[src/pmw_pkg.sv]
package pmw_pkg;
  // register offsets on the plain register port
  localparam int ADDR_W = 4;
  localparam int DATA_W = 8;
  localparam logic [3:0] REG_PA_OUT = 4'h0;
  localparam logic [3:0] REG_PA_OE = 4'h1;
  localparam logic [3:0] REG_ALT_CFG = 4'h2;
  localparam logic [3:0] REG_IF_CFG = 4'h3;
  localparam logic [3:0] REG_FIFO_POL = 4'h4;
  localparam logic [3:0] REG_WAKE_CTL = 4'h5;
  localparam logic [3:0] REG_PE = 4'h6;
  localparam logic [3:0] REG_CTRL = 4'h7;
  localparam logic [3:0] REG_STATUS = 4'h8;
  localparam logic [3:0] REG_MASK = 4'h9;
  localparam logic [3:0] REG_PINS = 4'ha;
  localparam logic [3:0] REG_STATE = 4'hb;
  // field positions
  localparam int ALT_FIRST_IRQ = 0;
  localparam int ALT_SECOND_IRQ = 1;
  localparam int FPOL_OE = 4;
  localparam int WCTL_WAKE2_EN = 1;
  localparam int WCTL_POL = 4;
  localparam int WCTL_BIT3_SEL = 7;
  localparam int OE_BIT3 = 3;
  localparam int PE_OUT = 0;
  localparam int PE_OE = 1;
  localparam int CTRL_IT_FIRST = 0;
  localparam int CTRL_IT_SECOND = 1;
  localparam int CTRL_NAND = 2;
  localparam int CTRL_SUSPEND = 3;
  localparam int ST_IRQ_FIRST = 0;
  localparam int ST_IRQ_SECOND = 1;
  localparam int ST_WAKE_PIN = 2;
  localparam int ST_WAKE_SECOND = 3;
  localparam int ST_REFUSED = 4;
  localparam int STATUS_W = 5;
  localparam int PA_W = 6;
  // interface_config mode field
  localparam logic [1:0] IFC_SLAVE_FIFO = 2'h3;
  // reset values
  localparam logic [7:0] RST_BYTE = 8'h00;
  localparam logic [5:0] RST_PA = 6'h00;
  localparam logic [4:0] RST_STATUS = 5'h00;
  // power state
  typedef enum logic [1:0] {
    PMW_RUN = 2'b01,
    PMW_SUSP = 2'b10
  } pmw_state_t;
endpackage

[src/pmw_pin_mux.sv]
`timescale 1ns/1ps
// Functional notes
// - while suspended, asserted wake pin restarts oscillator and raises interrupt
// - wake pin held asserted refuses entry to suspend
// - wake pin active level follows wake control bit 4
// - alt config bit 0 makes port A bit 0 the first interrupt input
// - first interrupt active low, edge when its type bit is 1, else level
// - alt config bit 1 makes bit 1 second interrupt, same edge/level choice
// - slave FIFO mode makes bit 2 input output-enable, polarity FIFO bit 4
// - bit 3 function chosen by wake control bit 7 and output enable bit 3
// - enabled second wake source asserted blocks suspend entry
// - second wake source polarity is wake control bit 4
// - slave FIFO mode makes bits 4 and 5 input FIFO selects
// - NAND mode: bits 0,1 latch enables, 4 protect out, 5 protect switch in
// - NAND mode: bits 2 and 3 sink current for the activity LEDs
// - port E bit 0 is general I/O line 8, input after reset
module pmw_pin_mux
  import pmw_pkg::*;
(
  // clock and reset
  input wire logic clk_i,
  input wire logic rstn_i,
  // register port
  input wire logic [pmw_pkg::ADDR_W-1:0] addr_i,
  input wire logic [pmw_pkg::DATA_W-1:0] wdata_i,
  input wire logic wr_i,
  input wire logic rd_i,
  output logic [pmw_pkg::DATA_W-1:0] rdata_o,
  // port A pins (input, output, output enable)
  input wire logic [pmw_pkg::PA_W-1:0] port_a_in_i,
  output logic [pmw_pkg::PA_W-1:0] port_a_out_o,
  output logic [pmw_pkg::PA_W-1:0] port_a_oe_o,
  // port E bit 0 and dedicated wake pin
  input wire logic general_io_line_8_in_i,
  output logic general_io_line_8_out_o,
  output logic general_io_line_8_oe_o,
  input wire logic wake_pin_i,
  // NAND firmware signals to and from the core
  input wire logic nand_cle_i,
  input wire logic nand_ale_i,
  input wire logic flash_write_protect_n_i,
  input wire logic data_activity_led_n_i,
  input wire logic chip_activity_led_n_i,
  output logic write_protect_switch_n_o,
  // FIFO side
  output logic fifo_output_enable_o,
  output logic [1:0] fifo_select_o,
  // processor side
  output logic ext_irq_first_o,
  output logic ext_irq_second_o,
  output logic osc_enable_o,
  output logic suspended_o,
  output logic irq_o
);
  logic [7:0] pa_out_reg, port_a_output_enable, port_a_alt_config, interface_config;
  logic [7:0] fifo_pin_polarity, wake_ctl, pe_reg, ctrl, mask;
  logic [STATUS_W-1:0] status, next_status;
  logic [7:0] pins_s;
  logic [5:0] pa_s;
  logic pe_s, wake_s, bit0_prev, bit1_prev, bit3_prev;
  logic slave_fifo, nand_mode, bit3_is_wake, wake_act, wake2_act, wake2_edge, inhibit;
  logic susp_req, wake_now, status_rd;
  logic [5:0] next_pa_out, next_pa_oe;
  pmw_state_t state;

  pmw_sync #(.WIDTH(8)) u_sync (
    .clk_i(clk_i),
    .rstn_i(rstn_i),
    .pin_i({wake_pin_i, general_io_line_8_in_i, port_a_in_i}),
    .sync_o(pins_s)
  );
  assign pa_s = pins_s[5:0];
  assign pe_s = pins_s[6];
  assign wake_s = pins_s[7];

  // pin function decode
  assign slave_fifo = interface_config[1:0] == IFC_SLAVE_FIFO;
  assign nand_mode = ctrl[CTRL_NAND];
  assign bit3_is_wake = wake_ctl[WCTL_BIT3_SEL] & ~port_a_output_enable[OE_BIT3];
  // polarity bit set means active high
  assign wake_act = wake_s ^ ~wake_ctl[WCTL_POL];
  assign wake2_act = pa_s[3] ^ ~wake_ctl[WCTL_POL];
  assign wake2_edge = bit3_is_wake & wake_ctl[WCTL_WAKE2_EN] & (pa_s[3] != bit3_prev);
  assign inhibit = wake_act | (bit3_is_wake & wake_ctl[WCTL_WAKE2_EN] & wake2_act);
  assign susp_req = wr_i && addr_i == REG_CTRL && wdata_i[CTRL_SUSPEND];
  assign wake_now = state == PMW_SUSP && (wake_act || wake2_edge);
  assign status_rd = rd_i && addr_i == REG_STATUS;

  // register writes; the suspend bit is a command and is not stored
  always_ff @(posedge clk_i) begin
    if (!rstn_i) begin
      pa_out_reg <= RST_BYTE;
      port_a_output_enable <= RST_BYTE;
      port_a_alt_config <= RST_BYTE;
      interface_config <= RST_BYTE;
      fifo_pin_polarity <= RST_BYTE;
      wake_ctl <= RST_BYTE;
      pe_reg <= RST_BYTE;
      ctrl <= RST_BYTE;
      mask <= RST_BYTE;
    end else if (wr_i) begin
      case (addr_i)
        REG_PA_OUT: pa_out_reg <= wdata_i;
        REG_PA_OE: port_a_output_enable <= wdata_i;
        REG_ALT_CFG: port_a_alt_config <= wdata_i;
        REG_IF_CFG: interface_config <= wdata_i;
        REG_FIFO_POL: fifo_pin_polarity <= wdata_i;
        REG_WAKE_CTL: wake_ctl <= wdata_i;
        REG_PE: pe_reg <= wdata_i;
        REG_CTRL: ctrl <= wdata_i & ~(8'h01 << CTRL_SUSPEND);
        REG_MASK: mask <= wdata_i;
        default: ;
      endcase
    end
  end

  // read data, valid the cycle after the strobe only
  always_ff @(posedge clk_i) begin
    if (!rstn_i) begin
      rdata_o <= RST_BYTE;
    end else if (rd_i) begin
      case (addr_i)
        REG_PA_OUT: rdata_o <= pa_out_reg;
        REG_PA_OE: rdata_o <= port_a_output_enable;
        REG_ALT_CFG: rdata_o <= port_a_alt_config;
        REG_IF_CFG: rdata_o <= interface_config;
        REG_FIFO_POL: rdata_o <= fifo_pin_polarity;
        REG_WAKE_CTL: rdata_o <= wake_ctl;
        REG_PE: rdata_o <= pe_reg;
        REG_CTRL: rdata_o <= ctrl;
        REG_STATUS: rdata_o <= {3'h0, status};
        REG_MASK: rdata_o <= mask;
        REG_PINS: rdata_o <= pins_s;
        REG_STATE: rdata_o <= {4'h0, fifo_output_enable_o, fifo_select_o, suspended_o};
        default: rdata_o <= RST_BYTE;
      endcase
    end else begin
      rdata_o <= RST_BYTE;
    end
  end

  // power state; a refused request leaves a sticky flag instead
  always_ff @(posedge clk_i) begin
    if (!rstn_i) begin
      state <= PMW_RUN;
    end else begin
      case (state)
        PMW_RUN: if (susp_req && !inhibit) begin
          state <= PMW_SUSP;
        end
        PMW_SUSP: if (wake_now) begin
          state <= PMW_RUN;
        end
        default: state <= PMW_RUN;
      endcase
    end
  end

  // previous samples for edge detection
  always_ff @(posedge clk_i) begin
    if (!rstn_i) begin
      bit0_prev <= 1'b1;
      bit1_prev <= 1'b1;
      bit3_prev <= 1'b1; // matches the synchroniser's reset level
    end else begin
      bit0_prev <= pa_s[0];
      bit1_prev <= pa_s[1];
      bit3_prev <= pa_s[3];
    end
  end

  // sticky events; a set in the same cycle as a read-clear wins
  always_comb begin
    next_status = status_rd ? RST_STATUS : status;
    if (port_a_alt_config[ALT_FIRST_IRQ] && ctrl[CTRL_IT_FIRST] && bit0_prev && !pa_s[0]) begin
      next_status[ST_IRQ_FIRST] = 1'b1;
    end
    if (port_a_alt_config[ALT_SECOND_IRQ] && ctrl[CTRL_IT_SECOND] && bit1_prev && !pa_s[1]) begin
      next_status[ST_IRQ_SECOND] = 1'b1;
    end
    if (state == PMW_SUSP && wake_act) begin
      next_status[ST_WAKE_PIN] = 1'b1;
    end
    if (state == PMW_SUSP && wake2_edge) begin
      next_status[ST_WAKE_SECOND] = 1'b1;
    end
    if (state == PMW_RUN && susp_req && inhibit) begin
      next_status[ST_REFUSED] = 1'b1;
    end
  end

  always_ff @(posedge clk_i) begin
    if (!rstn_i) begin
      status <= RST_STATUS;
    end else begin
      status <= next_status;
    end
  end

  // pin drive priority: NAND firmware, then FIFO and alternate inputs, then port bits
  always_comb begin
    next_pa_out = pa_out_reg[5:0];
    next_pa_oe = port_a_output_enable[5:0];
    if (nand_mode) begin
      next_pa_out = {1'b0, flash_write_protect_n_i, 2'b00, nand_ale_i, nand_cle_i};
      next_pa_oe = {1'b0, 1'b1, ~chip_activity_led_n_i, ~data_activity_led_n_i, 2'b11};
    end else begin
      if (port_a_alt_config[ALT_FIRST_IRQ]) next_pa_oe[0] = 1'b0;
      if (port_a_alt_config[ALT_SECOND_IRQ]) next_pa_oe[1] = 1'b0;
      if (bit3_is_wake) next_pa_oe[3] = 1'b0;
      if (slave_fifo) begin
        next_pa_oe[2] = 1'b0;
        next_pa_oe[5:4] = 2'b00;
      end
    end
  end

  // pins and processor-facing outputs, all registered
  always_ff @(posedge clk_i) begin
    if (!rstn_i) begin
      port_a_out_o <= RST_PA;
      port_a_oe_o <= RST_PA;
      general_io_line_8_out_o <= 1'b0;
      general_io_line_8_oe_o <= 1'b0;
      write_protect_switch_n_o <= 1'b1;
      fifo_output_enable_o <= 1'b0;
      fifo_select_o <= 2'h0;
      ext_irq_first_o <= 1'b0;
      ext_irq_second_o <= 1'b0;
      osc_enable_o <= 1'b1;
      suspended_o <= 1'b0;
      irq_o <= 1'b0;
    end else begin
      port_a_out_o <= next_pa_out;
      port_a_oe_o <= next_pa_oe;
      general_io_line_8_out_o <= pe_reg[PE_OUT];
      general_io_line_8_oe_o <= pe_reg[PE_OE];
      write_protect_switch_n_o <= nand_mode ? pa_s[5] : 1'b1;
      fifo_output_enable_o <= slave_fifo & ~nand_mode
        & (pa_s[2] ^ ~fifo_pin_polarity[FPOL_OE]);
      fifo_select_o <= (slave_fifo & ~nand_mode) ? pa_s[5:4] : 2'h0;
      ext_irq_first_o <= port_a_alt_config[ALT_FIRST_IRQ] & ~nand_mode
        & (ctrl[CTRL_IT_FIRST] ? next_status[ST_IRQ_FIRST] : ~pa_s[0]);
      ext_irq_second_o <= port_a_alt_config[ALT_SECOND_IRQ] & ~nand_mode
        & (ctrl[CTRL_IT_SECOND] ? next_status[ST_IRQ_SECOND] : ~pa_s[1]);
      osc_enable_o <= !(state == PMW_RUN ? (susp_req && !inhibit) : !wake_now);
      suspended_o <= state == PMW_RUN ? (susp_req && !inhibit) : !wake_now;
      irq_o <= |(next_status & mask[STATUS_W-1:0]);
    end
  end

  // checks
  property p_wake_resumes;
    @(posedge clk_i) disable iff (!rstn_i)
      (state == PMW_SUSP && wake_act) |=> (state == PMW_RUN && osc_enable_o);
  endproperty
  a_wake_resumes: assert property (p_wake_resumes) else $error("wake did not resume");

  property p_no_suspend_inhibited;
    @(posedge clk_i) disable iff (!rstn_i)
      (state == PMW_RUN && susp_req && inhibit) |=> (state == PMW_RUN && status[ST_REFUSED]);
  endproperty
  a_no_suspend_inhibited: assert property (p_no_suspend_inhibited) else $error("suspend not refused");

  property p_suspend_taken;
    @(posedge clk_i) disable iff (!rstn_i)
      (state == PMW_RUN && susp_req && !inhibit) |=> (suspended_o && !osc_enable_o);
  endproperty
  a_suspend_taken: assert property (p_suspend_taken) else $error("suspend not entered");

  property p_first_edge;
    @(posedge clk_i) disable iff (!rstn_i)
      (port_a_alt_config[ALT_FIRST_IRQ] && ctrl[CTRL_IT_FIRST] && bit0_prev && !pa_s[0])
        |=> status[ST_IRQ_FIRST];
  endproperty
  a_first_edge: assert property (p_first_edge) else $error("first irq edge lost");

  property p_second_level;
    @(posedge clk_i) disable iff (!rstn_i)
      (port_a_alt_config[ALT_SECOND_IRQ] && !ctrl[CTRL_IT_SECOND] && !nand_mode && !pa_s[1])
        |=> ext_irq_second_o;
  endproperty
  a_second_level: assert property (p_second_level) else $error("second irq level missed");

  property p_fifo_inputs;
    @(posedge clk_i) disable iff (!rstn_i)
      (slave_fifo && !nand_mode) |=> (port_a_oe_o[2] == 1'b0 && port_a_oe_o[5:4] == 2'b00);
  endproperty
  a_fifo_inputs: assert property (p_fifo_inputs) else $error("fifo pins driven");

  property p_wake2_input;
    @(posedge clk_i) disable iff (!rstn_i)
      (bit3_is_wake && !nand_mode) |=> !port_a_oe_o[3];
  endproperty
  a_wake2_input: assert property (p_wake2_input) else $error("second wake pin driven");

  property p_nand_latch;
    @(posedge clk_i) disable iff (!rstn_i)
      nand_mode |=> (port_a_oe_o[1:0] == 2'b11 && port_a_out_o[0] == $past(nand_cle_i));
  endproperty
  a_nand_latch: assert property (p_nand_latch) else $error("latch enable not driven");

  property p_led_sink;
    @(posedge clk_i) disable iff (!rstn_i)
      (nand_mode && !data_activity_led_n_i) |=> (port_a_oe_o[2] && !port_a_out_o[2]);
  endproperty
  a_led_sink: assert property (p_led_sink) else $error("led not sunk");
endmodule

[src/pmw_sync.sv]
`timescale 1ns/1ps
// three-stage pin synchroniser; a change counts when stages two and three agree
module pmw_sync #(
  parameter int WIDTH = 8
) (
  // clock and reset
  input wire logic clk_i,
  input wire logic rstn_i,
  // raw pins and filtered result
  input wire logic [WIDTH-1:0] pin_i,
  output logic [WIDTH-1:0] sync_o
);
  logic [WIDTH-1:0] meta;
  logic [WIDTH-1:0] stage2;
  logic [WIDTH-1:0] stage3;

  // first stage feeds only the second, to keep metastability contained
  always_ff @(posedge clk_i) begin
    // start at the pull-up level, so release shows no false edge
    if (!rstn_i) begin
      meta <= '1;
      stage2 <= '1;
      stage3 <= '1;
      sync_o <= '1;
    end else begin
      meta <= pin_i;
      stage2 <= meta;
      stage3 <= stage2;
      for (int i = 0; i < WIDTH; i++) begin
        if (stage2[i] == stage3[i]) begin
          sync_o[i] <= stage3[i];
        end
      end
    end
  end
endmodule

[config.mk]
export PLATFORM = sky130hd
export DESIGN_NAME = pmw_pin_mux
export DESIGN_NICKNAME = d
export VERILOG_FILES = /design/src/pmw_pkg.sv /design/src/pmw_pin_mux.sv /design/src/pmw_sync.sv
export SDC_FILE = /design/constraint.sdc
export NUM_CORES = 1
export LEC_CHECK = 0
export BUFFER_PORTS_ARGS = -buffer_cell sky130_fd_sc_hd__buf_2
export CORE_MARGIN = 4
export CORE_UTILIZATION = 64
export CTS_BUF_LIST = sky130_fd_sc_hd__clkbuf_8
export CTS_CLUSTER_DIAMETER = 150
export DETAILED_ROUTE_END_ITERATION = 10
export PLACE_DENSITY = 0.86
export SYNTH_ARGS = -nofsm -noshare
export SYNTH_HDL_FRONTEND = slang
export SYNTH_SLANG_ARGS = --single-unit
[constraint.sdc]
create_clock -name clk_i -period 3.15 [get_ports clk_i]
set_input_delay 0.4725 -clock clk_i [delete_from_list [all_inputs] [get_ports clk_i]]
set_output_delay 0.4725 -clock clk_i [all_outputs]
set_load 0.05 [all_outputs]
==> reports/qor.csv <==
stage,metric,value,unit
critical_path,reg2reg end,osc_enable_o$_SDFF_PN1_,
yosys,"area leader, netlist",dfxtp_1,
yosys,yosys warns,0,
clock_network,Sink Count,144,
clock_network,Clock transition at path regs,0.08,ns
yosys,Adder-Cell Fraction of Synth Area,0,%
clock_network,TritonCTS Buffers,17,
cells_and_area,Final nets,709,
cells_and_area,most frequent cells in the layout,"dfxtp_1, nand2_1, nor2_1, a21oi_1, buf_2",
timing,Fmax,522.3,MHz
pwr,cell internal pwr,2.581,mW
yosys,post-synth design cell area,5798,sq um
yosys,library cells used by synthesis,52,
cells_and_area,Antenna diodes,0,
critical_path,RR Startpoint,port_a_output_enable[3]$_SDFFE_PN0P_,
critical_path,reg2reg setup slack,1.50,ns
drt,via count,5014,
floorplanning,IO Pins,60,
clock_network,Clock Path Buffers,2,
global_route,antenna violations before repair,0,
hold_path,Hold Path Cell Cnt,2,
clock_network,cts hold-fix bufs,0,
drt,TritonRoute pass-1 iters,5,
run_status,outcome,completed,
yosys,"FFs w/ async S/R, synth",0,%
cells_and_area,Storage cell area,2883,sq um
clock_network,htree depth,4,
yosys,Area contributors post-synth,"dfxtp_1, mux2i_1, a21oi_1",
clock_network,post-cts sizing count,0,
critical_path,Crit Path Max Fanout,24,
floorplanning,Die Footprint,10650,sq um
cells_and_area,"commonest non-fill, non-tap cell in the layout",dfxtp_1,
critical_path,Worst Reg-to-Reg Cells,5,
hold_path,HP Class,input pin to flip-flop,
pwr,combinational power share,7.1,%
pwr,PD cells,540.6,nW/um^2
yosys,complex-gate fraction of the synthesized area,14.05,%
drt,Starting DRT DRC Count,373,
critical_path,critical path required time,3.46,ns
drt,Antenna Nets Post-Route,0,
timing,Tmin final,1.915,ns
yosys,Synth Register Bits,144,
place,hpwl dp,10510,microns
pwr,switch share,26.38,%
pwr,Sw Pwr,0.9246,mW
cells_and_area,filler instances,631,
yosys,top-area cell type share of the netlist area,49.72,%
timing,slew margin rel.,56.93,%
drt,DRC viols,0,
critical_path,CP top delay family,simple AND/OR/NAND/NOR gates,
critical_path,max incr delay on CP,0.50,ns
floorplanning,area of the core,8763,sq um
floorplanning,Die Height,103.2,microns
pwr,clock group share of total power,39.8,%
global_route,total track usage,30.77,%
yosys,Main synth FF type,dfxtp_1,
clock_network,CTS tree,built,
floorplanning,Die X-Extent,103.2,microns
timing,RSZ-0062 raised after global routing,false,
pwr,Flop pwr share,53.2,%
global_route,vias in the first global route,4713,
clock_network,setup bufs post-CTS,0,
yosys,xor and xnor fraction of the mapped netlist area,0.3021,%
critical_path,crit path DAT,2.23,ns
yosys,Post-synth EDFFs,0,
drt,drt total wl,15720,microns
yosys,sequential share of the synthesized area,49.72,%
drt,Avg WL per Cell,19.62,microns
place,Buffers on Ports,59,
critical_path,CP startpoint kind,input pin,
yosys,Avg Synthesized Cell Area,9.088,sq um
clock_network,root buffer cell,clkbuf_8,
pwr,VDD IR max,457.3,uV
critical_path,crit-path cells,buf_2 -> buf_4 -> nor2b_1 -> nand3_2 -> mux2i_1 -> nor2_1,
floorplanning,Starting Density,66.16,%
global_route,GRT overflow,0,
timing,Clock Skew,0.01229,ns
critical_path,CP Capture Type,flip-flop,
floorplanning,FP Rows,34,
yosys,Mapped Cells,638,
place,Final Wtd Congestion,0.9507,
yosys,Mapped Nets,667,
global_route,first-pass GRT wire length,24480,microns
yosys,largest family of logic cells by synthesized area,simple AND/OR/NAND/NOR gates,
yosys,simple-gate share of the synthesized area,21.06,%
pwr,total power,3.505,mW
global_route,pin count of the biggest net entering global routing,45,
yosys,post-synthesis mux area share,10.57,%
clock_network,clk_lat worst skew,0.44,ns
hold_path,hold path startpoint,port_a_in_i[3],
critical_path,type of the worst setup path,input pin to flip-flop,
run,max cap viols,0,
cells_and_area,footprint of the multi-input gates,2666,sq um
drt,via density per instance,6.260,
timing,count of final setup violators,0,
timing,Final Hold Fails,0,
cells_and_area,share of layout cells above drive strength 1,17.17,%
cells_and_area,Area Growth Syn to Fin,11.83,%
critical_path,WP buf/inv,2,
timing,Setup TNS,0,ns
hold_path,Worst Hold End,u_sync.meta[3]$_SDFF_PN1_,
pwr,Pleak,2.494,nW
critical_path,CP max stage cell,nor2b_1,
critical_path,Critical Path Start,addr_i[1],
timing,Final Cycle Share,60.79,%
timing,max-slew violations,0,
timing,worst-margin pin slew,0.6461,ns
[final cells by class]
cell class	count	share of cell area [%]
inverter	7	0.4052
multi-input combinational	438	41.12
clock inverter	14	2.046
timing repair buffer	72	6.059
clock buffer	18	3.821
tap	108	2.084
sequential	144	44.46
[power groups by stage]
stage          logic (mW)  registers (mW)  clock network, mW
2_1_floorplan       0.153            1.92                  0
3_3_place_gp        0.234            1.91                  0
3_5_place_dp        0.239            1.91                  0
4_1_cts             0.241            1.86               1.40
5_1_grt             0.262            1.87               1.47
6_report            0.248            1.86               1.39
[stage by stage]
stage / setup slack [ns] / hold WS (ns) / area [sq um] / util, % / instances
2_1_floorplan: 1.496 / 0.3863 / 5798 / - / 638
3_3_place_gp: 0.9790 / 0.3884 / 6103 / 69.65 / 769
3_5_place_dp: 0.8469 / 0.3964 / 6103 / 69.65 / 769
4_1_cts: 1.272 / 0.1962 / 6484 / 73.99 / 801
5_1_grt: 1.115 / 0.1875 / 6484 / 73.99 / 801
6_report: 1.235 / 0.2051 / 6484 / 73.99 / 801
[cell usage after synthesis (all sizes together) (2+ instances only)]
cell type and number:
dfxtp 144, nand2 66, nor2 63, a21oi 62, mux2i 50, nand3 36
o21ai 33, nand2b 32, clkbuf 28, buf 21, nor2b 10, nand3b 9
and2 8, a31oi 7, inv 7, a22o 6, a22oi 6, and3 6
mux2 4, and4b 3, mux4 3, nor3 3, a211oi 2, a221oi 2
a222oi 2, a32oi 2, o22ai 2, o2bb2ai 2, o31ai 2, o32a 2
or2 2
[worst max path at each step]
stage,end,cells after the start
floorplan,rdata_o[6]$_SDFF_PN0_,6
global placement,mask[0]$_SDFFE_PN0P_,6
detailed placement,mask[4]$_SDFFE_PN0P_,6
CTS,mask[2]$_SDFFE_PN0P_,6
global route,mask[2]$_SDFFE_PN0P_,6
finish,mask[2]$_SDFFE_PN0P_,6
[cell families after synthesis]
family	Yosys count
DFF	144
buffers and inverters	56
xor gates and xnor gates	2
muxes	57
and+or+nand+nor	242
AOI/OAI and AO/OA	137
[metal layers]
| layer | routed length [microns] | track usage [%] | vias to the layer above |
|---|---|---|---|
| met5 | 0 | 0 | - |
| met4 | 543 | 13.94 | 0 |
| met3 | 1820 | 9.792 | 52 |
| met2 | 7159 | 47.36 | 307 |
| met1 | 6191 | 39.78 | 2360 |
| li1 | - | - | 2295 |
Note: power is estimated with default switching activity, not from simulation.
